`src/include/mpr_pkg.sv`:
```
// shared constants and types for the master power-up response block
package mpr_pkg;
    // ------------------------------------------------------------
    // selector positions and error-reporting modes
    // ------------------------------------------------------------
    localparam logic [1:0] OFF_POSITION = 2'h0;
    localparam logic [1:0] STOP_SELECTOR_POSITION = 2'h1;
    localparam logic [1:0] RUN_SELECTOR_POSITION = 2'h2;
    localparam logic [1:0] MODE_NONE = 2'h0;
    localparam logic [1:0] ACK_TIMEOUT_REPORT = 2'h1;
    localparam logic [1:0] EXPANSION_POWERFAIL_REPORT = 2'h2;

    // ------------------------------------------------------------
    // register map, byte addresses
    // ------------------------------------------------------------
    localparam logic [7:0] STATUS_OFS = 8'h00;
    localparam logic [7:0] SLV_DIAG_OFS = 8'h04;
    localparam logic [1:0] IN_WIN = 2'h1;
    localparam logic [1:0] OUT_WIN = 2'h2;
    localparam int ST_START_BIT = 0;
    localparam int ST_PF_BIT = 1;
    localparam int ST_CLEAR_BIT = 2;
    localparam int ST_IO_BIT = 3;
    localparam int ST_DENY_BIT = 4;
    localparam int ST_TMR_BIT = 5;
    localparam int ST_SEL_LSB = 8;
    localparam int ST_MODE_LSB = 12;
    localparam logic [31:0] RDATA_RST = 32'h0000_0000;

    // ------------------------------------------------------------
    // timing
    // ------------------------------------------------------------
    localparam int CLK_HZ = 20_000_000;
    localparam int PWRUP_DELAY_MS = 100;
    localparam int PWRUP_DELAY_CYC = PWRUP_DELAY_MS * (CLK_HZ / 1000);

    typedef enum logic [2:0] {MPR_CAP, MPR_OFF, MPR_STOP, MPR_WAIT, MPR_RUN} mpr_state_t;
endpackage : mpr_pkg

```
`src/include/mpr_tmr_if.sv`:
```
// power-up delay timer hookup between control and timer
`timescale 1ns/1ps
`default_nettype none
interface mpr_tmr_if;
    logic start;
    logic expired;
    modport ctl (output start, input expired);
    modport tmr (input start, output expired);
endinterface : mpr_tmr_if
`default_nettype wire

```
`src/hw/mpr_top.sv`:
```
// power-up response of the fieldbus master: host release, io access, slave outputs
//
// The Avalon-MM interface to the registers and the register offsets were left to the implementer.
`timescale 1ns/1ps
`default_nettype none
module mpr_top #(
    parameter int NSLV = 4,
    parameter int W = 8,
    parameter int unsigned PWRUP_CYC = mpr_pkg::PWRUP_DELAY_CYC
) (
    input wire logic CORE_CLK,
    input wire logic RESET_N,
    input wire logic [1:0] SEL_POS,
    input wire logic [1:0] CFG_REPORT_MODE,
    input wire logic [NSLV-1:0] CFG_REPORT_MASK,
    input wire logic HOST_CPU_RUN,
    input wire logic [NSLV-1:0] SLAVE_READY,
    input wire logic [NSLV*W-1:0] SLAVE_IN,
    output logic [NSLV*W-1:0] SLAVE_OUT,
    output logic HOST_START_OK,
    output logic POWERFAIL_REPORT,
    input wire logic [7:0] AVS_ADDRESS,
    input wire logic AVS_READ,
    input wire logic AVS_WRITE,
    input wire logic [31:0] AVS_WRITEDATA,
    input wire logic [3:0] AVS_BYTEENABLE,
    output logic [31:0] AVS_READDATA,
    output logic AVS_WAITREQUEST
);
    mpr_pkg::mpr_state_t state_r;
    mpr_pkg::mpr_state_t state_nxt;
    logic [1:0] sel_r;
    logic [1:0] sel_nxt;
    logic [1:0] mode_r;
    logic [1:0] mode_nxt;
    logic [NSLV-1:0] mask_r;
    logic [NSLV-1:0] mask_nxt;
    logic start_r;
    logic start_nxt;
    logic pf_r;
    logic pf_nxt;
    logic [NSLV*W-1:0] in_img_r;
    logic [NSLV*W-1:0] in_nxt;
    logic [NSLV*W-1:0] out_img_r;
    logic [NSLV*W-1:0] out_nxt;
    logic [NSLV*W-1:0] so_r;
    logic [NSLV*W-1:0] so_nxt;
    logic ack_r;
    logic ack_nxt;
    logic [31:0] rd_r;
    logic [31:0] rd_nxt;
    logic deny_r;
    logic deny_nxt;
    logic [31:0] rdval;
    logic [31:0] st_word;
    logic all_ready;
    logic pf_ok;
    logic cfg_rpt;
    logic io_ok;
    logic stop_pf;
    logic req;
    logic rd_acc;
    logic wr_acc;
    logic [3:0] idx;
    logic in_hit;
    logic out_hit;

    mpr_tmr_if tmr_if ();

    mpr_tmr #(
        .LIMIT(PWRUP_CYC)
    ) u_tmr (
        .CORE_CLK(CORE_CLK),
        .RESET_N(RESET_N),
        .t(tmr_if.tmr)
    );

    assign all_ready = &SLAVE_READY;
    // slaves outside the mask never hold the indication
    assign pf_ok = &(SLAVE_READY | ~mask_r);
    assign cfg_rpt = (CFG_REPORT_MODE == mpr_pkg::ACK_TIMEOUT_REPORT) ||
                     (CFG_REPORT_MODE == mpr_pkg::EXPANSION_POWERFAIL_REPORT);
    assign io_ok = (state_r == mpr_pkg::MPR_RUN);
    assign stop_pf = (state_r == mpr_pkg::MPR_STOP) && (mode_r == mpr_pkg::EXPANSION_POWERFAIL_REPORT);
    assign tmr_if.start = (state_r == mpr_pkg::MPR_WAIT);

    // ------------------------------------------------------------
    // power-up sequencing
    // ------------------------------------------------------------
    always_comb begin
        state_nxt = state_r;
        sel_nxt = sel_r;
        mode_nxt = mode_r;
        mask_nxt = mask_r;
        case (state_r)
            // straps caught on the first clock after release
            mpr_pkg::MPR_CAP: begin
                sel_nxt = SEL_POS;
                mode_nxt = CFG_REPORT_MODE;
                mask_nxt = CFG_REPORT_MASK;
                if (SEL_POS == mpr_pkg::RUN_SELECTOR_POSITION) begin
                    state_nxt = cfg_rpt ? mpr_pkg::MPR_WAIT : mpr_pkg::MPR_RUN;
                end else if (SEL_POS == mpr_pkg::STOP_SELECTOR_POSITION) begin
                    state_nxt = mpr_pkg::MPR_STOP;
                end else begin
                    state_nxt = mpr_pkg::MPR_OFF;
                end
            end
            mpr_pkg::MPR_WAIT: begin
                if (all_ready || tmr_if.expired) begin
                    state_nxt = mpr_pkg::MPR_RUN;
                end
            end
            default: begin
                state_nxt = state_r;
            end
        endcase
        start_nxt = (state_nxt == mpr_pkg::MPR_OFF) || (state_nxt == mpr_pkg::MPR_STOP) ||
                    (state_nxt == mpr_pkg::MPR_RUN);
        // powerfail held until masked slaves ready
        pf_nxt = (mode_r == mpr_pkg::EXPANSION_POWERFAIL_REPORT) && !pf_ok &&
                 (state_r != mpr_pkg::MPR_CAP) && (state_r != mpr_pkg::MPR_OFF);
    end

    always_ff @(posedge CORE_CLK or negedge RESET_N) begin
        if (!RESET_N) begin
            state_r <= mpr_pkg::MPR_CAP;
            sel_r <= mpr_pkg::OFF_POSITION;
            mode_r <= mpr_pkg::MODE_NONE;
            mask_r <= '0;
            start_r <= 1'b0;
            pf_r <= 1'b0;
        end else begin
            state_r <= state_nxt;
            sel_r <= sel_nxt;
            mode_r <= mode_nxt;
            mask_r <= mask_nxt;
            start_r <= start_nxt;
            pf_r <= pf_nxt;
        end
    end

    // ------------------------------------------------------------
    // register bus decode
    // ------------------------------------------------------------
    assign req = AVS_READ || AVS_WRITE;
    assign rd_acc = AVS_READ && ack_r;
    assign wr_acc = AVS_WRITE && ack_r;
    assign idx = AVS_ADDRESS[5:2];
    assign in_hit = (AVS_ADDRESS[7:6] == mpr_pkg::IN_WIN) && (int'(idx) < NSLV);
    assign out_hit = (AVS_ADDRESS[7:6] == mpr_pkg::OUT_WIN) && (int'(idx) < NSLV);

    always_comb begin
        st_word = '0;
        st_word[mpr_pkg::ST_START_BIT] = start_r;
        st_word[mpr_pkg::ST_PF_BIT] = pf_r;
        st_word[mpr_pkg::ST_CLEAR_BIT] = io_ok && !HOST_CPU_RUN;
        st_word[mpr_pkg::ST_IO_BIT] = io_ok;
        st_word[mpr_pkg::ST_DENY_BIT] = deny_r;
        st_word[mpr_pkg::ST_TMR_BIT] = tmr_if.expired;
        st_word[mpr_pkg::ST_SEL_LSB +: 2] = sel_r;
        st_word[mpr_pkg::ST_MODE_LSB +: 2] = mode_r;
        rdval = '0;
        if (AVS_ADDRESS == mpr_pkg::STATUS_OFS) begin
            rdval = st_word;
        end else if (AVS_ADDRESS == mpr_pkg::SLV_DIAG_OFS) begin
            if (sel_r == mpr_pkg::RUN_SELECTOR_POSITION) begin
                rdval = 32'(SLAVE_READY);
            end
        end else if (in_hit && io_ok) begin
            // inputs read as zero until released
            rdval = 32'(in_img_r[int'(idx)*W +: W]);
        end else if (out_hit && io_ok) begin
            rdval = 32'(out_img_r[int'(idx)*W +: W]);
        end
    end

    // ------------------------------------------------------------
    // bus handshake: one wait cycle, registered read data
    // ------------------------------------------------------------
    always_comb begin
        ack_nxt = req && !ack_r;
        rd_nxt = (AVS_READ && !ack_r) ? rdval : rd_r;
        deny_nxt = deny_r;
        if (wr_acc && (AVS_ADDRESS == mpr_pkg::STATUS_OFS) && AVS_BYTEENABLE[0] &&
            AVS_WRITEDATA[mpr_pkg::ST_DENY_BIT]) begin
            deny_nxt = 1'b0;
        end
        // denied access flagged except in stop with powerfail reporting, set beats clear
        if ((rd_acc || wr_acc) && (in_hit || out_hit) && !io_ok && !stop_pf) begin
            deny_nxt = 1'b1;
        end
    end

    always_ff @(posedge CORE_CLK or negedge RESET_N) begin
        if (!RESET_N) begin
            ack_r <= 1'b0;
            rd_r <= mpr_pkg::RDATA_RST;
            deny_r <= 1'b0;
        end else begin
            ack_r <= ack_nxt;
            rd_r <= rd_nxt;
            deny_r <= deny_nxt;
        end
    end

    assign AVS_WAITREQUEST = req && !ack_r;
    assign AVS_READDATA = rd_r;

    // ------------------------------------------------------------
    // input image, output image, slave outputs
    // ------------------------------------------------------------
    always_comb begin
        in_nxt = io_ok ? SLAVE_IN : in_img_r;
        out_nxt = out_img_r;
        if (wr_acc && out_hit && io_ok) begin
            for (int b = 0; b < W; b++) begin
                if (AVS_BYTEENABLE[b / 8]) begin
                    out_nxt[int'(idx)*W + b] = AVS_WRITEDATA[b];
                end
            end
        end
        case (state_r)
            mpr_pkg::MPR_RUN: begin
                so_nxt = HOST_CPU_RUN ? out_img_r : '0;
            end
            mpr_pkg::MPR_WAIT: begin
                so_nxt = HOST_CPU_RUN ? so_r : '0;
            end
            default: begin
                so_nxt = so_r;
            end
        endcase
    end

    always_ff @(posedge CORE_CLK or negedge RESET_N) begin
        if (!RESET_N) begin
            in_img_r <= '0;
            out_img_r <= '0;
            so_r <= '0;
        end else begin
            in_img_r <= in_nxt;
            out_img_r <= out_nxt;
            so_r <= so_nxt;
        end
    end

    assign SLAVE_OUT = so_r;
    assign HOST_START_OK = start_r;
    assign POWERFAIL_REPORT = pf_r;
endmodule : mpr_top
`default_nettype wire

```
`src/hw/mpr_tmr.sv`:
```
// power-up delay timer, level expiry while start is held
`timescale 1ns/1ps
`default_nettype none
module mpr_tmr #(
    parameter int unsigned LIMIT = 2000000
) (
    input wire logic CORE_CLK,
    input wire logic RESET_N,
    mpr_tmr_if.tmr t
);
    localparam int CW = $clog2(LIMIT + 1);
    localparam logic [CW-1:0] LAST = CW'(LIMIT - 1);

    logic [CW-1:0] cnt_r;
    logic [CW-1:0] cnt_nxt;
    logic exp_r;
    logic exp_nxt;

    // ------------------------------------------------------------
    // count while started, drop back when start falls
    // ------------------------------------------------------------
    always_comb begin
        cnt_nxt = '0;
        exp_nxt = 1'b0;
        if (t.start) begin
            exp_nxt = exp_r || (cnt_r == LAST);
            cnt_nxt = exp_nxt ? cnt_r : cnt_r + 1'b1;
        end
    end

    always_ff @(posedge CORE_CLK or negedge RESET_N) begin
        if (!RESET_N) begin
            cnt_r <= '0;
            exp_r <= 1'b0;
        end else begin
            cnt_r <= cnt_nxt;
            exp_r <= exp_nxt;
        end
    end

    assign t.expired = exp_r;
endmodule : mpr_tmr
`default_nettype wire

```
`config.mk`:
```
export PLATFORM = sky130hd
export DESIGN_NAME = mpr_top
export DESIGN_NICKNAME = d
export VERILOG_FILES = /design/src/include/mpr_pkg.sv /design/src/include/mpr_tmr_if.sv /design/src/hw/mpr_top.sv /design/src/hw/mpr_tmr.sv
export SDC_FILE = /design/constraint.sdc
export NUM_CORES = 1
export LEC_CHECK = 0
export BUFFER_PORTS_ARGS = -buffer_cell sky130_fd_sc_hd__buf_2
export CORE_MARGIN = 1.5
export CORE_UTILIZATION = 54
export DETAILED_ROUTE_END_ITERATION = 7
export GPL_TIMING_DRIVEN = 1
export PLACE_DENSITY = 0.81
export SYNTH_ARGS = -nofsm -noshare
export SYNTH_HDL_FRONTEND = slang
export SYNTH_SLANG_ARGS = --single-unit
```
`constraint.sdc`:
```
create_clock -name CORE_CLK -period 2.7 [get_ports CORE_CLK]
set_input_delay 0.135 -clock CORE_CLK [delete_from_list [all_inputs] [get_ports CORE_CLK]]
set_output_delay 0.135 -clock CORE_CLK [all_outputs]
set_load 0.02 [all_outputs]
```
==> run summary <==
DR DRC count: 0
Die X: 113.2 um
Max clock buf depth: 2
design area: 8280 um2
critical path class: register to register
CP max FO: 9
vias per cell: 5.688
WHS: 0.02065 ns
fillcell total: 827
first-pass GRT wire length: 27070 um
DP HPWL: 10560 um
Area Overhead vs Synth: 26.35%
number of detailed-route iterations in the first pass: 5
Max-Slew Margin vs Limit: 46.26%
Hold Vio Cnt, Final: 0
Post-synth ARST share: 100.0%
Mapped Cells: 575
# port buffers: 112
peak supply drop: 0.0004765 V
Slew Viols, Final: 0
die height: 113.2 um
reg-to-reg startpoint: state_r[2]
Placed Area: 7177 um2
Sink Count: 145
Setup TNS Final: 0 ns
drt wl/cell: 18.53 um
vias in the first global route: 5334
largest net degree at the start of global routing: 78
worst min path class: input port to register
worst slew pin tran: 0.8062 ns
Netlist cell types: 54
sequential fraction of the synthesis area: 55.36%
share of cells above drive strength 1: 28.92%
cell area after synthesis: 6554 um2
Total Routing Usage GR: 27.82%
Routed Antenna Nets: 0
Final setup viols: 0
Final min period: 2.192 ns
PwrDens: 682.3 nW/um2
Routed WL: 16590 um
CTS tree: built
synthesized area per cell: 11.40 um2
WP data required: 3.01 ns
1st-iter DRT viols: 266
synthesized flop and latch total: 145
Setup Skew: 0.005128 ns
f_max: 456.1 MHz
initial antenna violation count: 1
EDFF count, synth: 0
initial core utilization: 55.02%
hold_buf cts: 48
LEAKAGE: 4.051 nW
Final Util: 69.52%
total power: 5.649 mW
Die ar.: 12810 um2
CTS H-tree depth: 4
Startpoint Class: register
core area: 11910 um2
post-CTS setup buffers: 0
Crit. End Element: register
ys flop type: dfrtp_1
RSZ-0062 raised after global routing: false
# IOs: 160
Worst-path clk slew: 0.06 ns
crit path launch: state_r[2]
synth warn: 0
crit share post-route: 81.20%
max_cap viols: 0
nets@finish: 828
number of gates resized after CTS: 0
Hold Crit Start: AVS_WRITEDATA[4]
# rows: 40
cts bufs inserted: 17
CTS root buf: clkbuf_16
clock latency on the worst-skew pair: 0.43 ns
status: finished clean
total grt overflow: 0
routed via count: 5091
crit path DAT: 2.50 ns
Placer Congestion: 0.8425
-- registers in the layout, indices dropped and copies added, names as in the netlist --
| signal | count |
|---|---|
| SLAVE_OUT | 32 |
| in_img_r | 32 |
| out_img_r | 32 |
| u_tmr.cnt_r | 21 |
| AVS_READDATA | 12 |
| mask_r | 4 |
| state_r | 3 |
| mode_r | 2 |
| sel_r | 2 |
| HOST_START_OK | 1 |
| POWERFAIL_REPORT | 1 |
| ack_r | 1 |
| deny_r | 1 |
| u_tmr.t.expired | 1 |
-- through the flow --
stage,worst slack [ns],std cells
final,0.5077,895
after global routing,0.3951,895
after CTS,0.5385,894
after detailed placement,0.5803,814
after global placement,0.6443,814
after floorplan,0.7595,594
-- power by group --
group	switching, mW	total [mW]	leakage [nW]	internal [mW]
clock	0.878	2.46	0.303	1.58
sequential	0.144	2.55	1.85	2.41
combinational	0.332	0.637	1.90	0.305
total	1.35	5.65	4.05	4.30
-- logic make-up after synthesis --
group           synth area share (%)
buf+inv                        4.391
compound gates                 10.65
simple gates                   15.56
fa+ha+maj                     0.1909
xor+xnor                       1.604
other cells                  0.05722
flops                          55.36
mux                            12.18
-- metal layers --
layer	global-route usage [%]	wire, um
met1	33.82	6579
met2	46.26	8443
met3	7.177	1003
met4	14.08	559
met5	0	0
-- cell usage after synthesis (3+ instances only) --
master | count | area share [%]
dfrtp_1 | 145 | 55
nand2_1 | 115 | 6.6
mux2_2 | 38 | 6.5
a22o_1 | 36 | 4.8
o21ai_0 | 26 | 2.0
nor2_1 | 25 | 1.4
buf_4 | 22 | 2.5
clkbuf_1 | 20 | 1.1
mux4_2 | 16 | 5.5
nand3_1 | 12 | 0.92
a21oi_1 | 11 | 0.84
a22oi_1 | 11 | 1.3
xor2_1 | 11 | 1.5
nor2b_1 | 8 | 0.76
nor3_1 | 7 | 0.53
and3_1 | 6 | 0.57
nand4_1 | 6 | 0.57
or3_1 | 6 | 0.57
buf_2 | 5 | 0.38
inv_1 | 5 | 0.29
and2_1 | 3 | 0.29
and3b_1 | 3 | 0.40
nand2b_1 | 3 | 0.29
-- path summary, 6_finish.rpt --
| path | to | slack (ns) | cells after the start |
|---|---|---|---|
| worst max-delay path | out_img_r[5] | 0.51 | 5 |
| worst min-delay path | out_img_r[28] | 0.02 | 2 |
| worst max register to register | out_img_r[5] | 0.51 | 5 |
| worst min register to register | in_img_r[18] | 0.47 | 2 |
| max in group asynchronous | SLAVE_OUT[15] | 1.57 | 3 |
| min in group asynchronous | u_tmr.cnt_r[7] | 0.31 | 2 |
-- layout by cell type, fill, tap and decap left out, types with 4 or more instances in the layout --
cell type / netlist / final
buf_2: 5 / 111
a22oi_1: 11 / 11
a21oi_1: 11 / 11
a22o_1: 36 / 36
inv_1: 5 / 5
or3_1: 6 / 6
bufinv_16: 0 / 4
nand3_1: 12 / 12
clkbuf_16: 0 / 17
mux2_2: 38 / 38
buf_4: 22 / 9
nor3_1: 7 / 7
xor2_1: 11 / 11
dfrtp_1: 145 / 145
and3_1: 6 / 6
conb_1: 1 / 20
nand2_1: 115 / 115
nand4_1: 6 / 6
clkinv_2: 0 / 5
mux4_2: 16 / 16
nor2b_1: 8 / 8
o21ai_0: 26 / 26
dlygate4sd3_1: 0 / 48
nor2_1: 25 / 24
-- cell type report --
| class | count | area, um2 | area share [%] |
|---|---|---|---|
| flip-flops and latches | 145 | 3628 | 43.82 |
| inverters | 5 | 18.77 | 0.2267 |
| well taps | 147 | 183.9 | 2.221 |
| clock buffers | 21 | 460.4 | 5.561 |
| clock inverters | 11 | 160.2 | 1.934 |
| multi-input cells | 396 | 2711 | 32.74 |
| repair buffers | 169 | 1115 | 13.46 |
| diodes | 1 | 2.502 | 0.03022 |
-- worst max-delay path, cell delays in order (launching register included) --
cell and delay [ns]:
dfrtp_1 0.50, nor3b_4 0.26, and3_1 0.33, nand2_1 0.13, nor3_4 0.45, mux2_2 0.41
Note: power is estimated with default switching activity, not from simulation.
